--- src/common/ssi_defs.svh ---
// ssi constants: register offsets, field positions, reset values, timing
`ifndef SSI_DEFS_SVH
`define SSI_DEFS_SVH

// ----------------------------------------------------------------
// register offsets (byte addresses)
// ----------------------------------------------------------------
`define SSI_OFF_CTRL 8'h00
`define SSI_OFF_STATUS 8'h04
`define SSI_OFF_IRQ_STAT 8'h08
`define SSI_OFF_IRQ_MASK 8'h0C
`define SSI_OFF_STEPS 8'h10

// ----------------------------------------------------------------
// field positions
// ----------------------------------------------------------------
`define SSI_CTRL_HOLD 0
`define SSI_ST_ANGLE_LO 0
`define SSI_ST_ANGLE_HI 6
`define SSI_ST_RES_LO 8
`define SSI_ST_RES_HI 10
`define SSI_ST_STBY 12
`define SSI_ST_FAULT 13
`define SSI_ST_HOME 14
`define SSI_ST_STARTUP 15
`define SSI_IRQ_STEP 0
`define SSI_IRQ_FAULT 1
`define SSI_IRQ_HOME 2
`define SSI_IRQ_STBY 3
`define SSI_IRQ_W 4

// ----------------------------------------------------------------
// reset values
// ----------------------------------------------------------------
`define SSI_CTRL_RST 1'h0
`define SSI_IRQ_MASK_RST 4'h0

// ----------------------------------------------------------------
// angle index and current ratios
// ----------------------------------------------------------------
`define SSI_HOME_IDX 7'h10
`define SSI_INC_FULL 7'h20
`define SSI_INC_HALF 7'h10
`define SSI_INC_QUARTER 7'h08
`define SSI_INC_EIGHTH 7'h04
`define SSI_INC_SIXTEENTH 7'h02
`define SSI_INC_THIRTYSECOND 7'h01
`define SSI_QUAD_SPAN 6'h20
`define SSI_QTR_PEAK_TH 6'h18
`define SSI_RATIO_FULL 7'h64
`define SSI_RATIO_HOME 7'h47

// ----------------------------------------------------------------
// timing
// ----------------------------------------------------------------
`define SSI_CLK_PERIOD_NS 10
`define SSI_STARTUP_US 10
`define SSI_STARTUP_W 10
`define SSI_STARTUP_CYC (`SSI_STARTUP_US * 1000 / `SSI_CLK_PERIOD_NS)

`endif

--- src/common/ssi_pkg.sv ---
// ssi types: step resolution select and angle index
package ssi_pkg;
  // order matches the select pins read as {sel0, sel1, sel2}
  typedef enum logic [2:0] {
    RES_STBY,
    RES_FULL,
    RES_HALF_A,
    RES_QUARTER,
    RES_HALF_B,
    RES_EIGHTH,
    RES_SIXTEENTH,
    RES_THIRTYSECOND
  } ssi_res_e;
  typedef logic [6:0] ssi_angle_t;
  typedef logic [6:0] ssi_ratio_t;
endpackage

--- src/ssi_top.sv ---
// ssi top: pin sync, angle indexer, standby and fault, ahb-lite registers
`include "ssi_defs.svh"

// Functional notes
// - each rising step edge advances angle one step; falling edge does nothing
// - output enable high drives motor outputs; low puts them high impedance
// - direction high steps clockwise, a leads b; low steps ccw, b leads
// - angle reset high forces the home angle; low lets stepping proceed
// - home is 45 degrees: 100% in full and half a, else 71%
// - home flag is driven low while angle reset is applied
// - select pins decode to full, half a, quarter, half b, 1/8..1/32
// - all selects low: standby, oscillator and outputs off, full step
// - standby cuts bias current and suspends internal functions
// - entering standby clears the latched thermal and overcurrent fault
// - entering standby returns the angle to its home position
// - home flag pulled low at home angle, released otherwise
// - fault output released normally, pulled low once a fault is latched
module ssi_top
(
  input wire logic hclk,
  input wire logic hresetn,
  input wire logic ce,
  input wire logic hsel,
  input wire logic [31:0] haddr,
  input wire logic [1:0] htrans,
  input wire logic hwrite,
  input wire logic [2:0] hsize,
  input wire logic [31:0] hwdata,
  input wire logic hready,
  output logic hreadyout,
  output logic [31:0] hrdata,
  output logic hresp,
  input wire logic step_clk,
  input wire logic direction_select,
  input wire logic out_enable,
  input wire logic angle_reset,
  input wire logic step_res_sel0,
  input wire logic step_res_sel1,
  input wire logic step_res_sel2,
  input wire logic thermal_shutdown_fault,
  input wire logic overcurrent_fault,
  output logic out_a_pos,
  output logic out_a_neg,
  output logic out_b_pos,
  output logic out_b_neg,
  output logic [3:0] motor_oe_n,
  output ssi_pkg::ssi_ratio_t cur_a,
  output ssi_pkg::ssi_ratio_t cur_b,
  output logic osc_enable,
  output logic bias_enable,
  output logic home_angle_flag_o,
  output logic home_angle_flag_oe_n,
  output logic fault_o,
  output logic fault_oe_n,
  output logic irq
);
  // ----------------------------------------------------------------
  // pin synchronisers
  // ----------------------------------------------------------------
  localparam int NPIN = 9;
  logic [NPIN-1:0] pin_raw;
  logic [NPIN-1:0] sync1_q;
  logic [NPIN-1:0] sync2_q;

  assign pin_raw = {overcurrent_fault, thermal_shutdown_fault,
                    step_res_sel2, step_res_sel1, step_res_sel0,
                    angle_reset, out_enable, direction_select, step_clk};

  for (genvar i = 0; i < NPIN; i++)
  begin : g_sync
    always_ff @(posedge hclk or negedge hresetn)
    begin
      if (!hresetn)
      begin
        sync1_q[i] <= 1'b0;
        sync2_q[i] <= 1'b0;
      end
      else if (ce)
      begin
        sync1_q[i] <= pin_raw[i];
        sync2_q[i] <= sync1_q[i];
      end
    end
  end

  logic step_s;
  logic dir_s;
  logic en_s;
  logic arst_s;
  logic fault_in_s;
  ssi_pkg::ssi_res_e res_w;
  logic stby_w;

  assign step_s = sync2_q[0];
  assign dir_s = sync2_q[1];
  assign en_s = sync2_q[2];
  assign arst_s = sync2_q[3];
  assign res_w = ssi_pkg::ssi_res_e'({sync2_q[4], sync2_q[5], sync2_q[6]});
  assign stby_w = (res_w == ssi_pkg::RES_STBY);
  assign fault_in_s = sync2_q[7] | sync2_q[8];

  // ----------------------------------------------------------------
  // angle indexer, standby and fault latch
  // ----------------------------------------------------------------
  logic step_prev_q, step_prev_d;
  ssi_pkg::ssi_angle_t angle_q, angle_d;
  ssi_pkg::ssi_res_e res_q, res_d;
  logic stby_q, stby_d;
  logic [`SSI_STARTUP_W-1:0] startup_q, startup_d;
  logic fault_q, fault_d;
  logic drive_q, drive_d;
  logic [3:0] phase_q, phase_d;
  ssi_pkg::ssi_ratio_t cur_a_q, cur_a_d, cur_b_q, cur_b_d;
  logic home_oe_n_q, home_oe_n_d;
  logic [31:0] steps_q, steps_d;
  logic hold_q;
  logic step_rise;
  logic step_fall;
  logic step_take;
  ssi_pkg::ssi_angle_t inc_w;
  ssi_pkg::ssi_ratio_t mag_a, mag_b;
  logic neg_a, neg_b;

  assign step_rise = step_s & ~step_prev_q;
  assign step_fall = ~step_s & step_prev_q;
  // steps are ignored while the core restarts after standby
  assign step_take = step_rise && !stby_w && !arst_s && !hold_q &&
                     (startup_q == '0);

  always_comb
  begin
    case (res_w)
      ssi_pkg::RES_FULL: inc_w = `SSI_INC_FULL;
      ssi_pkg::RES_HALF_A: inc_w = `SSI_INC_HALF;
      ssi_pkg::RES_HALF_B: inc_w = `SSI_INC_HALF;
      ssi_pkg::RES_QUARTER: inc_w = `SSI_INC_QUARTER;
      ssi_pkg::RES_EIGHTH: inc_w = `SSI_INC_EIGHTH;
      ssi_pkg::RES_SIXTEENTH: inc_w = `SSI_INC_SIXTEENTH;
      ssi_pkg::RES_THIRTYSECOND: inc_w = `SSI_INC_THIRTYSECOND;
      default: inc_w = '0;
    endcase
  end

  ssi_phase_table u_table
  (
    .angle(angle_d),
    .res(res_d),
    .mag_a(mag_a),
    .mag_b(mag_b),
    .neg_a(neg_a),
    .neg_b(neg_b)
  );

  always_comb
  begin
    step_prev_d = step_s;
    stby_d = stby_w;
    // standby keeps full step as the internal logic state
    res_d = stby_w ? ssi_pkg::RES_FULL : res_w;
    angle_d = angle_q;
    if (stby_w || arst_s)
      angle_d = `SSI_HOME_IDX;
    else if (step_take && dir_s)
      angle_d = angle_q + inc_w;
    else if (step_take)
      angle_d = angle_q - inc_w;
    startup_d = startup_q;
    if (stby_w)
      startup_d = `SSI_STARTUP_W'(`SSI_STARTUP_CYC);
    else if (startup_q != '0)
      startup_d = startup_q - `SSI_STARTUP_W'(1);
    fault_d = fault_q;
    if (stby_w)
      fault_d = 1'b0;
    else if (fault_in_s)
      fault_d = 1'b1;
    drive_d = en_s && !stby_w;
    phase_d = {(mag_b != '0) & neg_b, (mag_b != '0) & ~neg_b,
               (mag_a != '0) & neg_a, (mag_a != '0) & ~neg_a};
    cur_a_d = mag_a;
    cur_b_d = mag_b;
    home_oe_n_d = (angle_d != `SSI_HOME_IDX);
    steps_d = steps_q + {31'h0000_0000, step_take};
  end

  always_ff @(posedge hclk or negedge hresetn)
  begin
    if (!hresetn)
    begin
      step_prev_q <= 1'b0;
      angle_q <= `SSI_HOME_IDX;
      res_q <= ssi_pkg::RES_FULL;
      stby_q <= 1'b1;
      startup_q <= `SSI_STARTUP_W'(`SSI_STARTUP_CYC);
      fault_q <= 1'b0;
      drive_q <= 1'b0;
      phase_q <= 4'h0;
      cur_a_q <= `SSI_RATIO_FULL;
      cur_b_q <= `SSI_RATIO_FULL;
      home_oe_n_q <= 1'b0;
      steps_q <= 32'h0000_0000;
    end
    else if (ce)
    begin
      step_prev_q <= step_prev_d;
      angle_q <= angle_d;
      res_q <= res_d;
      stby_q <= stby_d;
      startup_q <= startup_d;
      fault_q <= fault_d;
      drive_q <= drive_d;
      phase_q <= phase_d;
      cur_a_q <= cur_a_d;
      cur_b_q <= cur_b_d;
      home_oe_n_q <= home_oe_n_d;
      steps_q <= steps_d;
    end
  end

  assign {out_b_neg, out_b_pos, out_a_neg, out_a_pos} =
    drive_q ? phase_q : 4'h0;
  assign motor_oe_n = {4{~drive_q}};
  // oscillator and bias are cut for the whole of standby
  assign osc_enable = ~stby_q;
  assign bias_enable = ~stby_q;
  assign cur_a = cur_a_q;
  assign cur_b = cur_b_q;
  assign home_angle_flag_o = 1'b0;
  assign home_angle_flag_oe_n = home_oe_n_q;
  assign fault_o = 1'b0;
  assign fault_oe_n = ~fault_q;

  // ----------------------------------------------------------------
  // ahb-lite slave and interrupt registers
  // ----------------------------------------------------------------
  logic acc;
  logic [`SSI_IRQ_W-1:0] ev;
  logic wr_pend_q, wr_pend_d;
  logic [7:0] wr_addr_q, wr_addr_d;
  logic [31:0] hrdata_q, hrdata_d;
  logic hold_d;
  logic [`SSI_IRQ_W-1:0] irq_stat_q, irq_stat_d;
  logic [`SSI_IRQ_W-1:0] irq_mask_q, irq_mask_d;
  logic [31:0] status_w;

  assign acc = hsel && htrans[1] && hready;
  assign ev = {stby_w && !stby_q, (angle_d == `SSI_HOME_IDX) &&
               (angle_q != `SSI_HOME_IDX), fault_d && !fault_q, step_take};

  always_comb
  begin
    status_w = 32'h0000_0000;
    status_w[`SSI_ST_ANGLE_HI:`SSI_ST_ANGLE_LO] = angle_q;
    status_w[`SSI_ST_RES_HI:`SSI_ST_RES_LO] = res_q;
    status_w[`SSI_ST_STBY] = stby_q;
    status_w[`SSI_ST_FAULT] = fault_q;
    status_w[`SSI_ST_HOME] = ~home_oe_n_q;
    status_w[`SSI_ST_STARTUP] = (startup_q != '0);
  end

  always_comb
  begin
    wr_pend_d = acc && hwrite;
    wr_addr_d = acc ? haddr[7:0] : wr_addr_q;
    hrdata_d = hrdata_q;
    if (acc && !hwrite)
    begin
      case (haddr[7:0])
        `SSI_OFF_CTRL: hrdata_d = {31'h0000_0000, hold_q};
        `SSI_OFF_STATUS: hrdata_d = status_w;
        `SSI_OFF_IRQ_STAT: hrdata_d = {28'h000_0000, irq_stat_q};
        `SSI_OFF_IRQ_MASK: hrdata_d = {28'h000_0000, irq_mask_q};
        `SSI_OFF_STEPS: hrdata_d = steps_q;
        default: hrdata_d = 32'h0000_0000;
      endcase
    end
    hold_d = hold_q;
    irq_mask_d = irq_mask_q;
    irq_stat_d = irq_stat_q;
    if (wr_pend_q && wr_addr_q == `SSI_OFF_CTRL)
      hold_d = hwdata[`SSI_CTRL_HOLD];
    if (wr_pend_q && wr_addr_q == `SSI_OFF_IRQ_MASK)
      irq_mask_d = hwdata[`SSI_IRQ_W-1:0];
    if (wr_pend_q && wr_addr_q == `SSI_OFF_IRQ_STAT)
      irq_stat_d = irq_stat_q & ~hwdata[`SSI_IRQ_W-1:0];
    // a new event outranks a clear landing in the same cycle
    irq_stat_d = irq_stat_d | ev;
  end

  always_ff @(posedge hclk or negedge hresetn)
  begin
    if (!hresetn)
    begin
      wr_pend_q <= 1'b0;
      wr_addr_q <= 8'h00;
      hrdata_q <= 32'h0000_0000;
      hold_q <= `SSI_CTRL_RST;
      irq_stat_q <= 4'h0;
      irq_mask_q <= `SSI_IRQ_MASK_RST;
    end
    else if (ce)
    begin
      wr_pend_q <= wr_pend_d;
      wr_addr_q <= wr_addr_d;
      hrdata_q <= hrdata_d;
      hold_q <= hold_d;
      irq_stat_q <= irq_stat_d;
      irq_mask_q <= irq_mask_d;
    end
  end

  // a frozen block stalls the bus rather than dropping a transfer
  assign hreadyout = ce;
  assign hrdata = hrdata_q;
  assign hresp = 1'b0;
  assign irq = |(irq_stat_q & irq_mask_q);
endmodule

--- src/ssi_phase_table.sv ---
// ssi phase table: angle index to per-phase current ratio and polarity
`include "ssi_defs.svh"

module ssi_phase_table
(
  input wire ssi_pkg::ssi_angle_t angle,
  input wire ssi_pkg::ssi_res_e res,
  output ssi_pkg::ssi_ratio_t mag_a,
  output ssi_pkg::ssi_ratio_t mag_b,
  output logic neg_a,
  output logic neg_b
);
  // ----------------------------------------------------------------
  // one quadrant of ratios in percent, index 0..32
  // ----------------------------------------------------------------
  localparam ssi_pkg::ssi_ratio_t RATIO [0:32] = '{
    7'h00, 7'h05, 7'h0A, 7'h0F, 7'h14, 7'h19, 7'h1D, 7'h22,
    7'h26, 7'h2B, 7'h2F, 7'h34, 7'h38, 7'h3C, 7'h3F, 7'h43,
    7'h47, 7'h4A, 7'h4D, 7'h50, 7'h53, 7'h56, 7'h58, 7'h5A,
    7'h5C, 7'h5E, 7'h60, 7'h61, 7'h62, 7'h63, 7'h64, 7'h64,
    7'h64};

  function automatic ssi_pkg::ssi_ratio_t lookup(input logic [5:0] th,
      input ssi_pkg::ssi_res_e r);
    ssi_pkg::ssi_ratio_t v;
    v = RATIO[th];
    // full step, half step a and standby drive every energised phase at full torque
    if ((r == ssi_pkg::RES_FULL || r == ssi_pkg::RES_HALF_A ||
         r == ssi_pkg::RES_STBY) && v != 7'h00)
      v = `SSI_RATIO_FULL;
    if (r == ssi_pkg::RES_QUARTER && th == `SSI_QTR_PEAK_TH)
      v = `SSI_RATIO_FULL;
    return v;
  endfunction

  logic [5:0] th_lo;
  logic [5:0] th_hi;

  always_comb
  begin
    th_lo = {1'b0, angle[4:0]};
    th_hi = `SSI_QUAD_SPAN - th_lo;
    // phase a follows cosine, b sine: a leads b as the index rises
    case (angle[6:5])
      2'h0:
      begin
        mag_a = lookup(th_hi, res);
        mag_b = lookup(th_lo, res);
        neg_a = 1'b0;
        neg_b = 1'b0;
      end
      2'h1:
      begin
        mag_a = lookup(th_lo, res);
        mag_b = lookup(th_hi, res);
        neg_a = 1'b1;
        neg_b = 1'b0;
      end
      2'h2:
      begin
        mag_a = lookup(th_hi, res);
        mag_b = lookup(th_lo, res);
        neg_a = 1'b1;
        neg_b = 1'b1;
      end
      default:
      begin
        mag_a = lookup(th_lo, res);
        mag_b = lookup(th_hi, res);
        neg_a = 1'b0;
        neg_b = 1'b1;
      end
    endcase
  end
endmodule

--- config.mk ---
export PLATFORM = sky130hd
export DESIGN_NAME = ssi_top
export DESIGN_NICKNAME = d
export VERILOG_FILES = /design/src/common/ssi_pkg.sv /design/src/ssi_top.sv /design/src/ssi_phase_table.sv
export VERILOG_INCLUDE_DIRS = /design/src /design/src/common
export SDC_FILE = /design/constraint.sdc
export NUM_CORES = 1
export LEC_CHECK = 0
export BUFFER_PORTS_ARGS = -buffer_cell sky130_fd_sc_hd__buf_2
export CORE_MARGIN = 2
export CORE_UTILIZATION = 57
export DETAILED_ROUTE_END_ITERATION = 12
export PLACE_DENSITY = 0.89
export SYNTH_ARGS = -nofsm -noshare
export SYNTH_HDL_FRONTEND = slang
export SYNTH_SLANG_ARGS = --single-unit
export TNS_END_PERCENT = 50
--- constraint.sdc ---
create_clock -name hclk -period 8.1 [get_ports hclk]
set_input_delay 0.405 -clock hclk [delete_from_list [all_inputs] [get_ports hclk]]
set_output_delay 0.405 -clock hclk [all_outputs]
set_load 0.03 [all_outputs]
* Word level (Yosys, flattened, before mapping)
Memory sizes are Yosys's and may differ from the RTL's. Index checks and enable logic that the tools add are counted. W data, S select, Z words.
Cells by class: add/sub/neg operators 5, magnitude comparators 2, equality and inequality tests 23, muxes and demuxes 24, bitwise operators 18, reduce and logical (&&, ||, !) cells 51
Operators by type and width (count):
- $pmux W32 S5 | 1
- $mux W7 | 13
- $pmux W6 S6 | 1
- $add A32 B1 Y32 | 1
- $eq A8 B4 Y1 const B | 4
- $reduce_bool A7 Y1 | 4
- $logic_and A1 B1 Y1 | 20
- $mux W10 | 2
- $logic_not A8 Y1 | 2
- $ge A7 B7 Y1 const B | 2
- $ne A7 B5 Y1 const B | 2
- $eq A3 B2 Y1 const B | 4
- $eq A3 B3 Y1 const B | 4
- $logic_not A10 Y1 | 1
- $reduce_and A2 Y1 | 5
- $reduce_bool A10 Y1 | 1
- $sub A10 B1 Y10 const B | 1
- $and A4 B4 Y4 | 2
- $eq A8 B3 Y1 const B | 1
- $eq A8 B5 Y1 const B | 1
- $mux W4 | 2
- $reduce_or A2 Y1 | 4
- $add A7 B7 Y7 | 1
- $eq A7 B5 Y1 const B | 1
- 22 further kinds | 43
Storage, ports and cells: register bits after elaboration 143, bits in read-only memories 896, input port bits 84, memories 2
Memory list:
- (no name shown) | words 64, bits a word 7, rd ports 1, clocked after Yosys merged registers in 0, wr ports 0, RTL line ssi_phase_table.sv:26 | v = RATIO[th];
- (no name shown) | words 64, bits a word 7, rd ports 1, clocked after Yosys merged registers in 0, wr ports 0, RTL line ssi_phase_table.sv:26

* Logic depth before layout (Yosys ltp)
depth in word-level cells 21, gate-level depth with buffers 25, mapped depth without buffers 21

* Cells and area by module
From an unflattened synthesis, not the netlist that was laid out.
Unflattened totals: cells, all modules 905, area total of the unflattened synthesis 8470.6 um^2
By module, submodules not included:
- ssi_top | times used 1, cells an instance 668, area each 6944.2 um^2, seq. area each 3597.2 um^2
- ssi_phase_table | times used 1, cells an instance 237, area each 1526.5 um^2, seq. area each 0.0 um^2

* Least setup slack after synthesis
No wires, ideal clock.
path kind register to register, start register sync2_q[4] (netlist: res_w[2]), end register phase_q[3], library setup time 0.135 ns, data arrival time 5.516 ns, data required time 7.965 ns, path slack 2.450 ns, stages on the path, launching flop included 26, path buffers 4, period minus slack after synthesis 5.650 ns, cell sequence dfrtp_1 > clkbuf_1 > and3_1 > ha_1 > inv_1 > fa_1 > nor2b_1 > nor3_1 > o31ai_2 > and2_1 > inv_2 > clkbuf_1 > ha_1 > clkbuf_1 > o31a_1 > mux2_2 > a31o_1 > or2_0 > clkbuf_1 > nand2_1 > a211oi_1 > o22ai_2 > o41ai_2 > a31oi_1 > nor4_2 > a22oi_1
Between the ends: word-level cells in the longest chain between the ends 21
Ends and longest elaborated chain:
- start: declaration | RTL line ssi_top.sv:63 | logic [NPIN-1:0] sync2_q;
- start signal: indexed assignment | RTL line ssi_top.sv:81 | sync2_q[i] <= sync1_q[i];
- parallel branches: the longest is 20 deep, another holds $sub A7 B7 Y7
- $and A1 B1 Y1 (*) | RTL line ssi_top.sv:178 | phase_d = {(mag_b != '0) & neg_b, (mag_b != '0) & ~neg_b,
- end signal: assignment | RTL line ssi_top.sv:212 | phase_q <= phase_d;
- end: declaration | RTL line ssi_top.sv:112 | logic [3:0] phase_q, phase_d;
Every way passes the cells marked *. The select of a mux whose other input is x is not followed. A chain may end at the register's enable or synchronous reset.

* Worst setup path in the final report
start register sync2_q[4] (netlist: res_w[2]), end register phase_q[0]
Between the ends: word-level cells in the longest chain between the ends 21
Ends and longest elaborated chain:
- parallel branches: the longest is 20 deep, another holds $sub A7 B7 Y7
- $and A1 B1 Y1 (*) | RTL line ssi_top.sv:179 | (mag_a != '0) & neg_a, (mag_a != '0) & ~neg_a};
Marks and branches as above.

==> key figures <==
Flow run
  – Max cap viols: 0

Global route
  – Initial antenna violation count: 1
  – First-pass GRT wire length: roughly 37 mm
  – Overflow after GRT: 0
  – Largest net degree at the start of global routing: 87
  – Vias in the first global route: between 7k and 8k
  – Total global-route track usage: 0.287

Yosys
  – Post-synth EDFFs: 0
  – Largest family of logic cells by synthesized area: simple AND/OR/NAND/NOR gates
  – Async S/R FF share, synth: 1.00
  – Yosys cell types: 89
  – Yosys reg bits: approximately 140
  – Post-Synthesis Mean Instance Area: between 9 and 10 sq um
  – XOR/XNOR share of the synthesized area: 0.0429
  – Synth Area in Adders: 0.0492
  – Synth Area in Compound Gates: 0.176
  – Ys flop type: dfrtp_1
  – Synth Instances: slightly above 900
  – Post-Synth Simple-Gate Area: 0.192
  – Multiplexer area fraction after synthesis: 0.0724
  – Post-synthesis sequential area ratio: 0.420
  – Synth warn: 0
  – Mapped cell area: roughly 8600 sq um

Worst setup path
  – Most common cell on crit path: ha_1
  – Worst Setup Start Kind: flop
  – Highest-delay cell along the critical path: dfrtp_1
  – Worst-path cell chain: and3_1, ha_1, inv_1, fa_1, nor2b_1, nor3_1, o31ai_2, and2_1, inv_2, ha_1, o31a_1, mux2_2, a31o_1, or2_0, nand2_1, a211oi_1, o22ai_2, o41ai_2, a31oi_1, nor4_1, a21oi_1
  – Critical setup path kind: reg -> reg
  – Reg2Reg Setup Slack: around 1.4 ns
  – Crit-path max FO: 14
  – Buf/Inv on CP: 2
  – Critical Path AT: slightly below 7 ns
  – Slowest stage delay, CP: between 0.6 and 0.7 ns
  – CP top delay family: simple AND/OR/NAND/NOR gates
  – CP Launch Point: res_w[2]$_DFFE_PN0P_
  – Crit end category: flop
  – RR Startpoint: res_w[2]$_DFFE_PN0P_
  – CP required: around 8.4 ns

STA
  – Hold Slack: 0.211 ns
  – Slew @ Worst Pin: 1.30 ns
  – Post-route setup TNS: 0 ns
  – Slew Limit Headroom: 0.127
  – Clock skew: about 0.0086 ns
  – Slew Limit Fails: 0
  – Final critical-path required period: 6.68 ns
  – Achievable clock frequency: between 100 and 150 MHz
  – Count of final setup violators: 0
  – Tcrit/Tclk final: 0.824
  – Unrepaired setup endpoints after global routing: no
  – Final hold viol count: 0

Route
  – Final ANT Viol Nets: 0
  – Final wirelength: between 20 and 25 mm
  – Via count: 7639
  – Iteration-0 DRC Markers: slightly above 800
  – # DRC: 0
  – WL per Instance: around 19 um
  – Vias per cell: ~6.5
  – Drt first pass iters: 6

Floorplanning
  – Die W: about 130 um
  – Die Ht: about 130 um
  – # rows: 44
  – Io pins: between 100 and 150
  – Core Area: approximately 15000 sq um
  – Starting Density: 0.588
  – Die ar.: roughly 16000 sq um

Place
  – Post-DP HPWL: approximately 15 mm
  – GPL Wtd Cong: ~0.95
  – IO buf count: between 80 and 90

Clock tree
  – CTS Buf Count: 17
  – CTS Hold Bufs: 1
  – TritonCTS clock tree: done
  – Sink Count: between 100 and 150
  – Reg clk slew, reported paths: 0.06 ns
  – Max Root-Sink Buffers: 2
  – Post-CTS resize count: 0
  – H-tree levels: 4
  – Worst-Skew Late Latency: about 0.42 ns
  – Post-CTS setup buffer count: 0
  – CTS root buf: clkbuf_16

Finish
  – Most common cell after layout, fill and taps aside: dfrtp_1
  – Fin nets: about 1.1k
  – Antenna diode count: 0
  – Most frequent cells in the layout: dfrtp_1, nand2_1, buf_2
  – Synth-to-Final Area Change: 12.2%
  – Layout cells sized above 1: 0.212
  – # fillers: 1080

Power and ir drop
  – Leakage: approximately 4.3 nW
  – Peak supply drop: 0.171 mV
  – PD cells: 214 nW/um^2

Outcome
  – Status: completed

Min path
  – Hold Path Class: in -> reg
  – Critical hold path startpoint: overcurrent_fault
==> through the flow <==
stage	instances	area (sq um)	power, W	worst slack, ns	utilization
finish	1174	9620	0.00206	1.42	0.659
global route	1174	9620	0.00215	1.02	0.659
CTS	1174	9620	0.00206	1.60	0.659
global placement	1141	9020	0.00127	1.78	0.618
floorplan	926	8580	0.00117	2.45	-
detailed placement	1141	9020	0.00129	1.65	0.618
==> state kept, by name, indices dropped and copies added (netlist names), 2 cells and up <==
name and cells:
steps_q 32, angle_q 7, res_q 3, hrdata 32
startup_q 10, irq_stat_q 4, phase_q 4, cur_b 7
sync1_q 9, wr_addr_q 8, irq_mask_q 4, sync2_q 2
cur_a 7, res_w 3
==> logic make-up after synthesis <==
| group | count (synthesis) |
|---|---|
| AO/OA/AOI/OAI | 225 |
| XOR/XNOR | 42 |
| adder cells (fa/ha/maj) | 33 |
| buffers and inverters | 94 |
| flip-flops | 143 |
| multiplexers | 55 |
| other | 1 |
| AND/OR/NAND/NOR | 331 |
==> cell type report <==
cell class                 instances  area (sq um)  share of cell area
clock inverter                    15           165              0.0172
timing repair buffer              95           504              0.0524
inverter                          31           116              0.0121
sequential                       143          3600               0.374
clock buffer                      17           425              0.0442
multi-input combinational        689          4580               0.476
tap                              184           230              0.0239
==> where the power goes <==
part | internal (W) | total [W] | switching (W)
logic | 0.000157 | 0.000439 | 0.000282
clock network | 0.000437 | 0.000770 | 0.000333
registers | 0.000791 | 0.000852 | 0.0000617
==> metal layers <==
| metal | track usage | routed length, um | up-vias |
|---|---|---|---|
| met4 | 0.136 | 840 | 0 |
| met5 | 0 | 0 | - |
| li1 | - | - | 3433 |
| met1 | 0.377 | 9320 | 3716 |
| met3 | 0.0721 | 1840 | 89 |
| met2 | 0.449 | 10700 | 401 |
==> final timing paths <==
kind                                               end  cells after the start
worst max-delay path            phase_q[0]$_DFFE_PN0P_                     21
worst min-delay path            sync1_q[8]$_DFFE_PN0P_                      2
worst max register to register  phase_q[0]$_DFFE_PN0P_                     21
worst min register to register  hrdata[26]$_DFFE_PN0P_                      2
max in group asynchronous          drive_q$_DFFE_PN0P_                      3
min in group asynchronous            dir_s$_DFFE_PN0P_                      2
==> synthesized netlist by cell type (all sizes together) (5+ instances only) <==
library cell,count,area share
dfrtp,128,0.37
nand2,121,0.053
o21ai,74,0.043
nor2,53,0.023
mux2,46,0.060
clkbuf,40,0.018
nand3,36,0.021
a21oi,35,0.020
xnor2,33,0.034
inv,30,0.013
ha,28,0.041
buf,23,0.016
and3,21,0.016
nor3,20,0.013
dfstp,15,0.046
a22oi,14,0.012
a31oi,13,0.010
and2,12,0.0088
nor4,12,0.011
o31ai,12,0.013
nand4,11,0.0080
or3,10,0.0073
xor2,9,0.0092
mux2i,8,0.0093
o211ai,7,0.0061
or2,7,0.0051
a211oi,6,0.0053
a21boi,6,0.0053
a221oi,6,0.0061
nor2b,6,0.0044
a32oi,5,0.0051
o22ai,5,0.0044
==> worst reg2reg max path, cell delays in order (launching register included) <==
cell	delay, ns
dfrtp_1	0.67
and3_1	0.28
ha_1	0.18
inv_1	0.06
fa_1	0.40
nor2b_1	0.16
nor3_1	0.44
o31ai_2	0.16
and2_1	0.38
inv_2	0.29
ha_1	0.48
o31a_1	0.21
mux2_2	0.31
a31o_1	0.23
or2_0	0.34
nand2_1	0.19
a211oi_1	0.33
o22ai_2	0.22
o41ai_2	0.44
a31oi_1	0.17
nor4_1	0.45
a21oi_1	0.14
(Power assumes the default switching activity.)
